## config.mk

```make
export PLATFORM = sky130hd
export DESIGN_NAME = sacc_top
export DESIGN_NICKNAME = d
export VERILOG_FILES = /design/src/common/sacc_pkg.sv /design/src/rtl/sacc_sar_core.sv /design/src/rtl/sacc_top.sv
export VERILOG_INCLUDE_DIRS = /design/src /design/src/common
export SDC_FILE = /design/constraint.sdc
export NUM_CORES = 1
export LEC_CHECK = 0
export ABC_AREA = 1
export BUFFER_PORTS_ARGS = -buffer_cell sky130_fd_sc_hd__buf_2
export CAP_MARGIN = 20
export CELL_PAD_IN_SITES_DETAIL_PLACEMENT = 0
export CELL_PAD_IN_SITES_GLOBAL_PLACEMENT = 1
export CORE_UTILIZATION = 41
export DETAILED_ROUTE_END_ITERATION = 8
export GPL_TIMING_DRIVEN = 1
export PLACE_DENSITY = 0.86
export SETUP_SLACK_MARGIN = 0.2
export SYNTH_ARGS = -nofsm -noshare
export SYNTH_HDL_FRONTEND = slang
export SYNTH_SLANG_ARGS = --single-unit
```

## constraint.sdc

```tcl
create_clock -name I_MCLK -period 1.7 [get_ports I_MCLK]
set_input_delay 0.17 -clock I_MCLK [delete_from_list [all_inputs] [get_ports I_MCLK]]
set_output_delay 0.17 -clock I_MCLK [all_outputs]
set_load 0.01 [all_outputs]
```

## src/common/sacc_defines.svh

```systemverilog
// constants for the successive-approximation conversion control block
`ifndef SACC_DEFINES_SVH
`define SACC_DEFINES_SVH

// ************************************************************
// conversion geometry
// ************************************************************
`define SACC_RES_BITS 12
`define SACC_CONV_CYCLES 4'hE
`define SACC_LAST_TRIAL 4'hC
`define SACC_CNT_RESET 4'h0
`define SACC_RESULT_RESET 12'h000

// ************************************************************
// timing
// ************************************************************
`define SACC_T_CONVERT_NS 1400
`define SACC_MCLK_PERIOD_NS 40
// longest time, rounded down to whole system clock cycles
`define SACC_CONVERT_CYC (`SACC_T_CONVERT_NS / `SACC_MCLK_PERIOD_NS)

`endif

```

## src/common/sacc_pkg.sv

```systemverilog
// types shared by the conversion control block
package sacc_pkg;

   // ************************************************************
   // control states, gray along idle -> convert -> sleep and convert -> idle
   // ************************************************************
   typedef enum logic [1:0]
   {
      SACC_IDLE = 2'b00,
      SACC_CONV = 2'b01,
      SACC_SLEEP = 2'b11
   } sacc_state_t;

   // ************************************************************
   // status carried together toward the analog side and pins
   // ************************************************************
   typedef struct packed
   {
      logic busy;
      logic hold;
      logic sleep;
      logic power_up;
   } sacc_status_t;

endpackage : sacc_pkg

```

## src/rtl/sacc_sar_core.sv

```systemverilog
// successive-approximation trial register driving the internal dac
`include "sacc_defines.svh"

module sacc_sar_core #(
   parameter int RES_BITS = `SACC_RES_BITS
)
(
   input wire logic i_clk,
   input wire logic i_rst_b,
   input wire logic i_load,
   input wire logic i_step,
   input wire logic [3:0] i_bit,
   input wire logic i_cmp,
   output logic [RES_BITS-1:0] o_trial
);

   logic [RES_BITS-1:0] trial_r;

   // ************************************************************
   // one bit decided per step, next lower bit set for trial
   // ************************************************************
   always_ff @(posedge i_clk or negedge i_rst_b)
   begin
      if (!i_rst_b)
      begin
         trial_r <= '0;
      end
      else if (i_load)
      begin
         // fresh trial per start, so no earlier sample leaks in
         trial_r <= '0;
         trial_r[RES_BITS-1] <= 1'b1;
      end
      else if (i_step)
      begin
         trial_r[i_bit] <= i_cmp;
         if (i_bit != 4'h0)
         begin
            trial_r[i_bit - 4'h1] <= 1'b1;
         end
      end
   end

   assign o_trial = trial_r;

endmodule : sacc_sar_core

```

## src/rtl/sacc_top.sv

```systemverilog
// conversion control: start, busy, sleep, power and parallel read bus
`include "sacc_defines.svh"

module sacc_top #(
   parameter int RES_BITS = `SACC_RES_BITS
)
(
   input wire logic I_MCLK,
   input wire logic I_RST_B,
   input wire logic I_CONVERSION_START_N,
   input wire logic I_CLKIN,
   input wire logic I_CMP,
   input wire logic I_AUTO_SHDN,
   input wire logic I_CS_N,
   input wire logic I_RD_N,
   output logic [RES_BITS-1:0] O_DAC,
   output logic O_HOLD,
   output logic O_BUSY,
   output logic O_SLEEP,
   output logic O_POWER_UP,
   output logic O_CLKIN_SLOW,
   output logic [RES_BITS-1:0] O_RESULT_BUS,
   output logic O_RESULT_BUS_OE_N
);

   // ************************************************************
   // declarations
   // ************************************************************
   sacc_pkg::sacc_state_t state_r;
   sacc_pkg::sacc_state_t state_nxt;
   sacc_pkg::sacc_status_t status_r;
   sacc_pkg::sacc_status_t status_nxt;
   logic start_q_r;
   logic clkin_q_r;
   logic start_fall;
   logic start_rise;
   logic clkin_rise;
   logic [3:0] cyc_r;
   logic [3:0] trial_bit;
   logic sar_load;
   logic sar_step;
   logic conv_done;
   logic [RES_BITS-1:0] trial;
   logic [RES_BITS-1:0] result_r;
   logic [7:0] watch_r;
   logic slow_r;

   localparam logic [7:0] CONVERT_CYC = 8'(`SACC_CONVERT_CYC);

   // ************************************************************
   // edge detection on the synchronous pins
   // ************************************************************

   // previous levels of start and master clock
   always_ff @(posedge I_MCLK or negedge I_RST_B)
   begin
      if (!I_RST_B)
      begin
         start_q_r <= 1'b1;
         clkin_q_r <= 1'b0;
      end
      else
      begin
         start_q_r <= I_CONVERSION_START_N;
         clkin_q_r <= I_CLKIN;
      end
   end

   // start released high at reset, so a low strap gives a start as reset ends
   assign start_fall = start_q_r & ~I_CONVERSION_START_N;
   assign start_rise = ~start_q_r & I_CONVERSION_START_N;
   // master clock edges pace every conversion step
   assign clkin_rise = I_CLKIN & ~clkin_q_r;

   // ************************************************************
   // control state machine
   // ************************************************************

   // a start during busy is ignored; the host is expected to wait
   assign sar_load = start_fall && (state_r == sacc_pkg::SACC_IDLE);
   assign conv_done = (state_r == sacc_pkg::SACC_CONV) && clkin_rise &&
                      (cyc_r == `SACC_CONV_CYCLES - 4'h1);

   // next state
   always_comb
   begin
      state_nxt = state_r;
      unique case (state_r)
         sacc_pkg::SACC_IDLE:
         begin
            if (sar_load)
            begin
               state_nxt = sacc_pkg::SACC_CONV;
            end
         end
         sacc_pkg::SACC_CONV:
         begin
            if (conv_done)
            begin
               // start still low at the end of conversion means sleep
               if (!I_CONVERSION_START_N)
               begin
                  state_nxt = sacc_pkg::SACC_SLEEP;
               end
               else
               begin
                  state_nxt = sacc_pkg::SACC_IDLE;
               end
            end
         end
         sacc_pkg::SACC_SLEEP:
         begin
            if (start_rise)
            begin
               state_nxt = sacc_pkg::SACC_IDLE;
            end
         end
         default:
         begin
            state_nxt = sacc_pkg::SACC_IDLE;
         end
      endcase
   end

   // state register
   always_ff @(posedge I_MCLK or negedge I_RST_B)
   begin
      if (!I_RST_B)
      begin
         state_r <= sacc_pkg::SACC_IDLE;
      end
      else
      begin
         state_r <= state_nxt;
      end
   end

   // ************************************************************
   // status outputs, registered alongside the state
   // ************************************************************

   // busy and hold share one edge with the state change
   always_comb
   begin
      status_nxt.busy = (state_nxt == sacc_pkg::SACC_CONV);
      // hold drops with busy, so tracking restarts as busy falls
      status_nxt.hold = (state_nxt == sacc_pkg::SACC_CONV);
      status_nxt.sleep = (state_nxt == sacc_pkg::SACC_SLEEP);
      // auto mode powers only the converting interval
      if (I_AUTO_SHDN)
      begin
         status_nxt.power_up = (state_nxt == sacc_pkg::SACC_CONV);
      end
      else
      begin
         status_nxt.power_up = (state_nxt != sacc_pkg::SACC_SLEEP);
      end
   end

   // status register
   always_ff @(posedge I_MCLK or negedge I_RST_B)
   begin
      if (!I_RST_B)
      begin
         status_r <= '0;
      end
      else
      begin
         status_r <= status_nxt;
      end
   end

   assign O_BUSY = status_r.busy;
   assign O_HOLD = status_r.hold;
   assign O_SLEEP = status_r.sleep;
   assign O_POWER_UP = status_r.power_up;

   // ************************************************************
   // master clock cycle counter
   // ************************************************************

   // counts master clock rises since the start strobe
   always_ff @(posedge I_MCLK or negedge I_RST_B)
   begin
      if (!I_RST_B)
      begin
         cyc_r <= `SACC_CNT_RESET;
      end
      else if (sar_load)
      begin
         cyc_r <= `SACC_CNT_RESET;
      end
      else if ((state_r == sacc_pkg::SACC_CONV) && clkin_rise)
      begin
         cyc_r <= cyc_r + 4'h1;
      end
   end

   // rises 1 to 12 decide bits 11 down to 0; 13 settles, 14 stores
   assign sar_step = (state_r == sacc_pkg::SACC_CONV) && clkin_rise &&
                     (cyc_r < `SACC_LAST_TRIAL);
   assign trial_bit = `SACC_LAST_TRIAL - 4'h1 - cyc_r;

   // ************************************************************
   // successive-approximation register
   // ************************************************************
   sacc_sar_core #(
      .RES_BITS(RES_BITS)
   )
   u_sar (
      .i_clk(I_MCLK),
      .i_rst_b(I_RST_B),
      .i_load(sar_load),
      .i_step(sar_step),
      .i_bit(trial_bit),
      .i_cmp(I_CMP),
      .o_trial(trial)
   );

   assign O_DAC = trial;

   // ************************************************************
   // output register and parallel read bus
   // ************************************************************

   // result of this conversion stored on the edge busy falls
   always_ff @(posedge I_MCLK or negedge I_RST_B)
   begin
      if (!I_RST_B)
      begin
         result_r <= `SACC_RESULT_RESET;
      end
      else if (conv_done)
      begin
         result_r <= trial;
      end
   end

   // either strobe gates the bus; both tied low keeps it always driven
   assign O_RESULT_BUS = result_r;
   assign O_RESULT_BUS_OE_N = I_CS_N | I_RD_N;

   // ************************************************************
   // conversion length watch
   // ************************************************************

   // counts system cycles of the running conversion
   always_ff @(posedge I_MCLK or negedge I_RST_B)
   begin
      if (!I_RST_B)
      begin
         watch_r <= 8'h00;
      end
      else if (sar_load)
      begin
         watch_r <= 8'h00;
      end
      else if ((state_r == sacc_pkg::SACC_CONV) && (watch_r != CONVERT_CYC))
      begin
         watch_r <= watch_r + 8'h01;
      end
   end

   // busy is only bounded by 1.4 us while the master clock is in range;
   // flag it rather than cut the conversion short
   always_ff @(posedge I_MCLK or negedge I_RST_B)
   begin
      if (!I_RST_B)
      begin
         slow_r <= 1'b0;
      end
      else if ((state_r == sacc_pkg::SACC_CONV) && (watch_r == CONVERT_CYC))
      begin
         slow_r <= 1'b1;
      end
      else if (sar_load)
      begin
         slow_r <= 1'b0;
      end
   end

   assign O_CLKIN_SLOW = slow_r;

endmodule : sacc_top

```

==> reports/results.md, run 1 <==
* **run status** finished, final reports clean
* **number of global-route vias before repair** 1907
* **maximum fanout encountered on the critical timing path** 5
* **power density normalized to cell area** 1640 nW/um^2
* **classification of the worst-slack hold path** input port to flop
* **Overflow after GRT** 0
* **dominant cell type by area after synthesis** dfrtp_1
* **TritonCTS clock tree** yes
* **peak clock frequency supported by timing** 0.636 GHz
* **total power after layout** 4.83 mW
* **portion of the post-synthesis area used by sequential elements** 0.467
* **number of setup violations in the final report** 0
* **synthesis warning total** 0
* **post-layout minimum cycle time** 1.57 ns
* **number of synthesized register bits** 44
* **capture endpoint of the worst hold path** start_q_r$_DFF_PN1_
* **synthesized netlist cell count** 298
* **critical path buffer and inverter count** 3
* **worst setup path category** flop to flop
* **FF-to-FF Start** cyc_r[2]$_DFFE_PN0P_
* **filler cell count in the final layout** 573
* **peak ir drop on the vdd network** 0.975 mV
* **Worst Path Arrival** 1.81 ns
* **insertion delay of the later-clocked pin in the worst-skew pair** 0.29 ns
* **utilization after layout** 0.533
* **WHS Path Cells** 1
* **Post-Synthesis Cell Area** 2360 sq um
* **proportion of netlist area held by the largest area contributor** 0.456
* **starting density of the core** 0.426
* **max_cap viols** 0
* **sequential cell area in the final layout** 1110 sq um
* **First DRT Iteration DRCs** 92
* **net switching component of the power** 2.09 mW
* **count of buffers inserted at the top-level ports** 37
* **multi-input combinational cell area** 1120 sq um
* **final hold violation count** 0
* **depth of the CTS H-tree** 2
* **fraction of power consumed by the clock network** 0.130
* **global-route wire length before repair** 8960 microns
* **switching share of power** 0.433
* **sum of negative setup slack** 0 ns
* **grt met1 use** 0.259
* **sequential fraction of design power** 0.346
* **clock transition at the registers of the reported paths** 0.08 ns
* **Critical Path Max Stage Delay** 0.42 ns
* **FF-to-FF setup slack** 0.13 ns
* **placeable core region** 5540 sq um
* **antenna violations before repair** 0
* **routed wirelength normalized by instance count** 12.4 microns
* **Root Buffer Master** clkbuf_8
* **floorplan die area** 6070 sq um
* **critical path capture point type** flop
* **top_reg_cell synth** dfrtp_1
* **terminus of the critical flop-to-flop path** u_sar.o_trial[4]$_DFFE_PN0P_
* **vias** 2025
* **Slew headroom** 0.679
* **cell-internal power** 2.74 mW
* **via-per-instance ratio** 4.74
* **crit-path cells** inv_4 -> ha_4 -> inv_1 -> nand2_1 -> nand2_2 -> buf_12 -> nor2_4 -> nand3_1 -> nand2_1 -> nand2_1 -> nand2_1
* **routability congestion estimate from global placement** 0.918
* **RSZ-0062 raised after global routing** true
* **Worst Reg2Reg Path Length in Cells** 11
* **proportion of synthesized flip-flops having asynchronous set or reset** 1.00
* **kind of cell adding the most delay to the critical path** simple AND/OR/NAND/NOR gates
* **I/O pins** 38
* **final worst path period share** 0.925
* **nets in the synthesized netlist** 318
* **DP HPWL** 3850 microns
* **count of flip-flops with a built-in enable after synthesis** 0
* **Netlist cell types** 31
* **most frequent cells after synthesis** nand2_1 (93), dfrtp_1 (43), inv_1 (40)
* **hold_ws** 0.0146 ns
* **Total Routing Usage GR** 0.190
* **top area cells in the synthesized netlist** dfrtp_1 (46%), nand2_1 (15%), ha_1 (6.4%)
* **Slew @ Worst Pin** 0.482 ns
* **worst path required time** 1.94 ns
* **wirelength, routed** 5310 microns
* **Syn-to-layout area delta** 24.9%
* **fraction of power consumed by combinational cells** 0.524
* **Layout Skew** 0.00372 ns
* **number of search-and-repair iterations in the first detailed-routing pass** 4
* **final layout net count** 375
* **die width** 77.9 microns
* **Worst Setup Start Kind** flop
* **master of the slowest instance on the critical path** dfrtp_1
* **global routing usage on met2** 0.306
* **highest-utilization routing layer at the global route stage** met2
* **sink count of the clock tree** 44
* **Avg Synthesized Cell Area** 7.93 sq um
* **leakage power summed over all cells** 1.58 nW
* **global routing usage on met3** 0.0412
* **floorplan row count** 27
* **final slew viol count** 0
* **library cell with the highest instance count after synthesis** nand2_1
* **startpoint of the worst hold path** I_CONVERSION_START_N
* **most repeated library cell on the critical path** nand2_1
* **Longest Clk Path Bufs** 2
* **maximum number of pins on one net before global-route repair** 27
* **Antenna diodes** 0
* **Inserted Clock Buffers** 5
* **proportion of layout cells with a drive suffix above 1** 0.273
* **DRC errors left** 0
* **die boundary height** 77.9 microns
* **post-detailed-route count of antenna-violating nets** 0
## flip-flops by register name, summed over array words and instances (netlist names)
signal         cells
watch_r            8
O_RESULT_BUS      12
O_HOLD             1
u_sar.o_trial     12
O_POWER_UP         1
O_CLKIN_SLOW       1
state_r            2
start_q_r          1
clkin_q_r          1
O_SLEEP            1
cyc_r              4
## metrics by stage
stage	setup WS (ns)	cells	instance area, sq um
3_5_place_dp	0.0519	406	2670
2_1_floorplan	0.246	298	2360
5_1_grt	0.0229	427	2950
4_1_cts	0.184	416	2790
3_3_place_gp	0.0831	406	2670
6_report	0.127	427	2950
## per-layer routing
layer	up-vias	routed length, microns
met5	-	0
met4	0	70
met3	6	167
met2	30	2430
met1	932	2640
li1	1057	-
## cells by family (layout without fill, tap and decap cells)
logic type	count (synthesis)	after routing	share of synthesized area
and+or+nand+nor	132	132	0.249
DFF	44	44	0.467
buffers and inverters	51	108	0.0842
muxes	1	1	0.00424
adders and majority gates	12	12	0.0636
xor gates and xnor gates	1	1	0.00371
AOI/OAI and AO/OA	57	57	0.129
## layout make-up
cell class | count | share of cell area
multi-input cells | 203 | 0.381
flip-flops and latches | 44 | 0.375
repair buffers | 55 | 0.127
inverters | 46 | 0.0602
well taps | 72 | 0.0305
clock buffers | 6 | 0.0246
clock inverters | 1 | 0.00170
## placed cells by master, fill, tap and decap left out, types with 2 or more instances in the layout
master and n:
inv_2 8, ha_1 7, ha_4 2, o21ai_1 30, buf_12 4, ha_2 3, nand2_4 2, nor2_4 5
dlygate4sd3_1 2, nand2_1 89, nand2_2 3, dfrtp_1 40, buf_4 12, inv_1 36, clkbuf_8 5, nor2_1 10
a21oi_2 2, dfrtp_2 3, o21ai_0 11, a21oi_1 8, inv_4 2, buf_2 37, nand3_1 11, nand4_1 5
nor2_2 3
## how the worst max path moves through the flow
stage | to | slack [ns] | start | cells past startpoint
detailed placement | u_sar.o_trial[4]$_DFFE_PN0P_ | 0.05 | cyc_r[2]$_DFFE_PN0P_ | 9
global placement | u_sar.o_trial[4]$_DFFE_PN0P_ | 0.08 | cyc_r[2]$_DFFE_PN0P_ | 9
CTS | O_RESULT_BUS[1]$_DFFE_PN0N_ | 0.18 | cyc_r[1]$_DFFE_PN0P_ | 8
finish | u_sar.o_trial[4]$_DFFE_PN0P_ | 0.13 | cyc_r[2]$_DFFE_PN0P_ | 11
global route | u_sar.o_trial[4]$_DFFE_PN0P_ | 0.02 | cyc_r[2]$_DFFE_PN0P_ | 11
floorplan | O_RESULT_BUS[11]$_DFFE_PN0N_ | 0.25 | cyc_r[1]$_DFFE_PN0P_ | 8
## what timing repair did
item / 4_1_cts / 5_1_grt
resized for setup: 11 / 17
hold buffers: 2 / 0
endpoints found under the hold margin: 18 / 0
pin swaps: 1 / 8
setup endpoints to repair: 25 / 31
buffers inserted: 1 / 11
## power groups by stage
| stage | Combinational, mW | Clock, mW | Sequential [mW] |
|---|---|---|---|
| 2_1_floorplan | 1.33 | 0 | 1.72 |
| 3_3_place_gp | 1.98 | 0 | 1.66 |
| 3_5_place_dp | 2.01 | 0 | 1.67 |
| 4_1_cts | 2.13 | 0.640 | 1.65 |
| 5_1_grt | 2.87 | 0.690 | 1.73 |
| 6_report | 2.53 | 0.627 | 1.67 |
(Power assumes the default switching activity.)
==> run 2, diff against run 1 <==
--- a/config.mk
+++ b/config.mk
@@ -15,7 +15,7 @@
 export DETAILED_ROUTE_END_ITERATION = 8
 export GPL_TIMING_DRIVEN = 1
 export PLACE_DENSITY = 0.86
-export SETUP_SLACK_MARGIN = 0.2
+export SETUP_SLACK_MARGIN = 0.15
 export SYNTH_ARGS = -nofsm -noshare
 export SYNTH_HDL_FRONTEND = slang
 export SYNTH_SLANG_ARGS = --single-unit
==> reports/results.md, run 2 (same netlist as run 1, synthesis figures left out) <==
* **top library cells by usage in the layout, fill and taps aside** nand2_1 (89), dfrtp_1 (42), inv_1 (37), buf_2 (37), o21ai_1 (30)
* **Overflow after GRT** 0, unchanged
* **power density normalized to cell area** 1630 nW/um^2, -0.28%
* **post-detailed-route count of antenna-violating nets** 0, unchanged
* **Longest Clk Path Bufs** 2, unchanged
* **leakage power summed over all cells** 1.54 nW, -2.0%
* **final layout net count** 370, -1.3%
* **Layout Skew** 0.00267 ns, -0.00105 ns
* **PnR worst setup slack** 0.170 ns, +0.0435 ns
* **Root Buffer Master** clkbuf_8
* **terminus of the critical flop-to-flop path** u_sar.o_trial[4]$_DFFE_PN0P_
* **sequential fraction of design power** 0.350, +0.004
* **placeable core region** 5540 sq um, unchanged
* **final worst path period share** 0.900, -0.0256
* **critical path capture point type** flop
* **Slew @ Worst Pin** 0.486 ns, +0.00491 ns
* **Antenna diodes** 0, unchanged
* **vias** 2018, -0.35%
* **via-per-instance ratio** 4.78, +0.84%
* **Total Routing Usage GR** 0.190, unchanged
* **RSZ-0062 raised after global routing** true
* **startpoint of the worst hold path** I_CONVERSION_START_N
* **proportion of layout cells with a drive suffix above 1** 0.257, -0.0161
* **classification of the worst-slack hold path** input port to flop
* **capture endpoint of the worst hold path** start_q_r$_DFF_PN1_
* **starting density of the core** 0.426, unchanged
* **clock transition at the registers of the reported paths** 0.08 ns, about the same
* **routability congestion estimate from global placement** 0.918, unchanged
* **count of buffers inserted at the top-level ports** 37, unchanged
* **worst setup path category** flop to flop
* **final hold violation count** 0, unchanged
* **maximum number of pins on one net before global-route repair** 27, unchanged
* **run status** finished, final reports clean
* **TritonCTS clock tree** yes
* **routed wirelength normalized by instance count** 12.4 microns, -0.36%
* **Inserted Clock Buffers** 5, unchanged
* **peak ir drop on the vdd network** 1.02 mV, +4.3%
* **post-layout minimum cycle time** 1.53 ns, -0.0435 ns
* **net switching component of the power** 2.04 mW, -2.2%
* **FF-to-FF Start** cyc_r[2]$_DFFE_PN0P_
* **fraction of power consumed by combinational cells** 0.517, -0.007
* **Worst Setup Start Kind** flop
* **number of setup violations in the final report** 0, unchanged
* **Worst Reg2Reg Path Length in Cells** 10, -1
* **sum of negative setup slack** 0 ns, unchanged
* **DRC errors left** 0, unchanged
* **final slew viol count** 0, unchanged
* **sink count of the clock tree** 44, unchanged
* **fraction of power consumed by the clock network** 0.132, +0.002
* **switching share of power** 0.434, +0.000776
* **most common library cell in the layout ignoring fill and taps** nand2_1
* **Worst Path Arrival** 1.76 ns, -0.05 ns
* **floorplan die area** 6070 sq um, unchanged
* **wirelength, routed** 5230 microns, -1.5%
* **global-route wire length before repair** 8970 microns, about the same
* **cell-internal power** 2.67 mW, -2.5%
* **peak clock frequency supported by timing** 0.654 GHz, +2.8%
* **max_cap viols** 0, unchanged
* **Syn-to-layout area delta** 22.3%
* **Slew headroom** 0.676, -0.00327
* **total power after layout** 4.71 mW, -2.4%
* **First DRT Iteration DRCs** 115, +25%
* **hold_ws** 0.0182 ns, +0.00358 ns
* **maximum fanout encountered on the critical timing path** 5, unchanged
* **floorplan row count** 27, unchanged
* **number of search-and-repair iterations in the first detailed-routing pass** 4, unchanged
* **I/O pins** 38, unchanged
* **insertion delay of the later-clocked pin in the worst-skew pair** 0.29 ns, about the same
* **worst path required time** 1.93 ns, about the same
* **DP HPWL** 3850 microns, unchanged
* **number of global-route vias before repair** 1907, unchanged
* **die boundary height** 77.9 microns, unchanged
* **antenna violations before repair** 0, unchanged
* **FF-to-FF setup slack** 0.17 ns, +0.04 ns
* **depth of the CTS H-tree** 2, unchanged
* **die width** 77.9 microns, unchanged
* **post-place setup slack** 0.0519 ns, unchanged
* **WHS Path Cells** 1, unchanged
==> run 2: cell types whose count changed in the layout (fill, tap and decap cells not counted), moves of 2 or more <==
cell     change
dfrtp_2      -2
inv_4        -2
dfrtp_1      +2
buf_4        -4
==> run 2: how the worst max path moves through the flow <==
stage                                               end                 start  cells past startpoint  slack [ns]
after floorplan            O_RESULT_BUS[11]$_DFFE_PN0N_  cyc_r[1]$_DFFE_PN0P_                      8        0.25
after CTS                  u_sar.o_trial[8]$_DFFE_PN0P_  cyc_r[3]$_DFFE_PN0P_                      8        0.14
after global placement     u_sar.o_trial[4]$_DFFE_PN0P_  cyc_r[2]$_DFFE_PN0P_                      9        0.08
after detailed placement   u_sar.o_trial[4]$_DFFE_PN0P_  cyc_r[2]$_DFFE_PN0P_                      9        0.05
after global routing      u_sar.o_trial[10]$_DFFE_PN0P_  cyc_r[2]$_DFFE_PN0P_                      8        0.06
final                      u_sar.o_trial[4]$_DFFE_PN0P_  cyc_r[2]$_DFFE_PN0P_                     10        0.17
==> run 2: power by group through the flow <==
stage          Combinational [mW]  Sequential (mW)  Clock (mW)
2_1_floorplan                1.33             1.72           0
3_3_place_gp                 1.98             1.66           0
3_5_place_dp                 2.01             1.67           0
4_1_cts                      2.09             1.65       0.640
5_1_grt                      2.79             1.70       0.688
6_report                     2.44             1.65       0.624
==> run 2: critical path: stages, from the launching register on <==
cell and delay (ns):
dfrtp_1 0.41, inv_2 0.13, ha_4 0.22, nand4_1 0.11, nand2_2 0.09, buf_12 0.14
nor2_4 0.13, nand3_2 0.07, nand2_1 0.06, nand2_1 0.05, nand2_1 0.06
==> run 2: what timing repair did <==
action / in CTS / in global routing
setup buffers: 1 / 6
gates resized for setup: 5 / 18
endpoints found under the setup margin: 8 / 29
endpoints found under the hold margin: 18 / 0
pin swaps: 0 / 6
hold buffers: 2 / 0
==> run 2: cell type report <==
| cell class | count | area, sq um |
|---|---|---|
| Multi-Input combinational cell | 203 | 1120 |
| Clock inverter | 1 | 5.00 |
| Inverter | 46 | 173 |
| Clock buffer | 6 | 72.6 |
| Tap cell | 72 | 90.1 |
| Fill cell | 586 | 2650 |
| Timing Repair Buffer | 50 | 325 |
| Sequential cell | 44 | 1100 |
==> run 2: per-layer routing <==
layer,vias up,wire length (microns),global-route usage
met2,46,2370,0.307
met3,6,205,0.0412
li1,1048,-,-
met4,0,61,0.0500
met5,-,0,0
met1,918,2590,0.258
==> run 2: metrics by stage <==
step,std cells,area [sq um],util
6_report,422,2890,0.521
5_1_grt,422,2890,0.521
4_1_cts,416,2790,0.503
3_5_place_dp,406,2670,0.481
3_3_place_gp,406,2670,0.481
2_1_floorplan,298,2360,-
==> run 3, diff against run 2 <==
--- a/config.mk
+++ b/config.mk
@@ -7,7 +7,7 @@
 export NUM_CORES = 1
 export LEC_CHECK = 0
 export ABC_AREA = 1
-export BUFFER_PORTS_ARGS = -buffer_cell sky130_fd_sc_hd__buf_2
+export BUFFER_PORTS_ARGS = -buffer_cell sky130_fd_sc_hd__buf_4
 export CAP_MARGIN = 20
 export CELL_PAD_IN_SITES_DETAIL_PLACEMENT = 0
 export CELL_PAD_IN_SITES_GLOBAL_PLACEMENT = 1
==> reports/results.md, run 3 (same netlist as run 1, synthesis figures left out) <==
* **Worst Path Arrival** 1.72 ns, -0.04 ns
* **terminus of the critical flop-to-flop path** u_sar.o_trial[4]$_DFFE_PN0P_
* **multi-input combinational cell area** 1180 sq um, +5.6%
* **Critical Path Max Stage Delay** 0.41 ns, about the same
* **peak ir drop on the vdd network** 0.937 mV, -7.9%
* **RSZ-0062 raised after global routing** true
* **Worst Setup Start Kind** flop
* **Slew @ Worst Pin** 0.555 ns, +0.0682 ns
* **FF-to-FF setup slack** 0.22 ns, +0.05 ns
* **post-detailed-route count of antenna-violating nets** 0, unchanged
* **First DRT Iteration DRCs** 105, -8.7%
* **vias** 2060, +2.1%
* **floorplan row count** 27, unchanged
* **routed wirelength normalized by instance count** 12.5 microns, +0.79%
* **filler cell count in the final layout** 537, -8.4%
* **number of global-route vias before repair** 1961, +2.8%
* **top library cells by usage in the layout, fill and taps aside** nand2_1 (87), buf_4 (47), dfrtp_1 (41), inv_1 (36), o21ai_1 (26)
* **Layout Skew** 0.00760 ns, +0.00493 ns
* **final slew viol count** 0, unchanged
* **Total Routing Usage GR** 0.190, about the same
* **global-route wire length before repair** 9100 microns, +1.5%
* **number of search-and-repair iterations in the first detailed-routing pass** 4, unchanged
* **proportion of layout cells with a drive suffix above 1** 0.285, +0.0278
* **FF-to-FF Start** cyc_r[2]$_DFFE_PN0P_
* **critical path capture point type** flop
* **Overflow after GRT** 0, unchanged
* **via-per-instance ratio** 4.87, +1.8%
* **most repeated library cell on the critical path** nand2_1
* **peak clock frequency supported by timing** 0.676 GHz, +3.4%
* **maximum number of pins on one net before global-route repair** 45, +67%
* **clock transition at the registers of the reported paths** 0.08 ns, about the same
* **TritonCTS clock tree** yes
* **DP HPWL** 3790 microns, -1.4%
* **Slew headroom** 0.630, -0.0455
* **crit-path cells** inv_2 -> ha_4 -> nand4_1 -> nand2_4 -> nor2_4 -> nand3_2 -> nand2_1 -> nand2_1 -> nand2_1
* **max_cap viols** 0, unchanged
* **die width** 77.9 microns, unchanged
* **worst setup path category** flop to flop
* **floorplan die area** 6070 sq um, unchanged
* **Worst Reg2Reg Path Length in Cells** 9, -1
* **placeable core region** 5540 sq um, unchanged
* **routability congestion estimate from global placement** 0.920, +0.19%
* **classification of the worst-slack hold path** input port to flop
* **final hold violation count** 0, unchanged
* **I/O pins** 38, unchanged
* **worst path required time** 1.94 ns, about the same
* **run status** finished, final reports clean
* **power density normalized to cell area** 1640 nW/um^2, +0.76%
* **Root Buffer Master** clkbuf_8
* **sequential cell area in the final layout** 1100 sq um, +0.11%
* **count of buffers inserted at the top-level ports** 37, unchanged
* **master of the slowest instance on the critical path** dfrtp_1
* **total power after layout** 4.99 mW, +5.9%
* **capture endpoint of the worst hold path** start_q_r$_DFF_PN1_
* **leakage power summed over all cells** 1.57 nW, +1.7%
* **maximum fanout encountered on the critical timing path** 6, +1
* **final worst path period share** 0.870, -0.0299
* **sum of negative setup slack** 0 ns, unchanged
* **antenna violations before repair** 0, unchanged
* **most common library cell in the layout ignoring fill and taps** nand2_1
* **die boundary height** 77.9 microns, unchanged
* **post-layout minimum cycle time** 1.48 ns, -0.0508 ns
* **number of setup violations in the final report** 0, unchanged
* **sink count of the clock tree** 44, unchanged
* **Inserted Clock Buffers** 5, unchanged
* **final layout net count** 370, unchanged
* **starting density of the core** 0.426, unchanged
* **Antenna diodes** 0, unchanged
* **wirelength, routed** 5280 microns, +1.0%
* **hold_ws** 0.0207 ns, +0.00260 ns
* **WHS Path Cells** 1, unchanged
* **startpoint of the worst hold path** I_CONVERSION_START_N
* **Syn-to-layout area delta** 28.5%
* **Longest Clk Path Bufs** 2, unchanged
* **insertion delay of the later-clocked pin in the worst-skew pair** 0.29 ns, about the same
* **depth of the CTS H-tree** 2, unchanged
* **DRC errors left** 0, unchanged
## run 3: cell types whose count changed in the layout (fill, tap and decap cells not counted), sizes merged
cell,previous run,this run
clkinv,1,2
## run 3: worst max-delay path, delay by kind of cell (launching register included)
kind | cells | cell delay [ns]
adder cells (fa/ha/maj) | 1 | 0.22
buffers and inverters | 1 | 0.13
flip-flops | 1 | 0.41
AND/OR/NAND/NOR | 7 | 0.67
## run 3: what timing repair did
item	in CTS	in global routing
hold buffers	2	0
pin swaps	0	9
hold endpoints to repair	44	0
setup buffers	2	6
setup endpoints to repair	9	31
gates resized for setup	6	30
## run 3: final cells by class
| cell class | instances | share of cell area |
|---|---|---|
| timing repair buffer | 50 | 0.129 |
| sequential | 44 | 0.364 |
| clock inverter | 2 | 0.00330 |
| inverter | 46 | 0.0569 |
| tap | 72 | 0.0297 |
| multi-input combinational | 203 | 0.390 |
| clock buffer | 6 | 0.0272 |
## run 3: worst max path at each step
stage                                   endpoint  slack (ns)                  from  cells after the start
global placement    u_sar.o_trial[4]$_DFFE_PN0P_        0.08  cyc_r[2]$_DFFE_PN0P_                      9
global route        u_sar.o_trial[1]$_DFFE_PN0P_        0.11  cyc_r[0]$_DFFE_PN0P_                      7
floorplan           O_RESULT_BUS[11]$_DFFE_PN0N_        0.25  cyc_r[1]$_DFFE_PN0P_                      8
CTS                 u_sar.o_trial[8]$_DFFE_PN0P_        0.16  cyc_r[3]$_DFFE_PN0P_                      8
finish              u_sar.o_trial[4]$_DFFE_PN0P_        0.22  cyc_r[2]$_DFFE_PN0P_                      9
detailed placement  u_sar.o_trial[4]$_DFFE_PN0P_        0.04  cyc_r[2]$_DFFE_PN0P_                      9
## run 3: routing by layer
layer	wire length (microns)	GRT usage	vias to the layer above
met1	2610	0.259	968
met5	0	0	-
met3	180	0.0365	8
li1	-	-	1049
met4	67	0.0611	0
met2	2420	0.304	35
## run 3: through the flow
| step | area, sq um | util | setup slack, ns | std cells |
|---|---|---|---|---|
| global route | 3040 | 0.548 | 0.106 | 423 |
| detailed placement | 2740 | 0.494 | 0.0440 | 405 |
| CTS | 2880 | 0.521 | 0.163 | 417 |
| floorplan | 2360 | - | 0.246 | 298 |
| finish | 3040 | 0.548 | 0.221 | 423 |
| global placement | 2740 | 0.494 | 0.0798 | 405 |
## run 3: report_power, final
group          internal [mW]  leakage [nW]  total, mW  switching (mW)
sequential              1.38         0.563       1.69           0.311
combinational           1.13         0.957       2.62            1.49
clock                  0.325        0.0510      0.678           0.353
total                   2.83          1.57       4.99            2.16
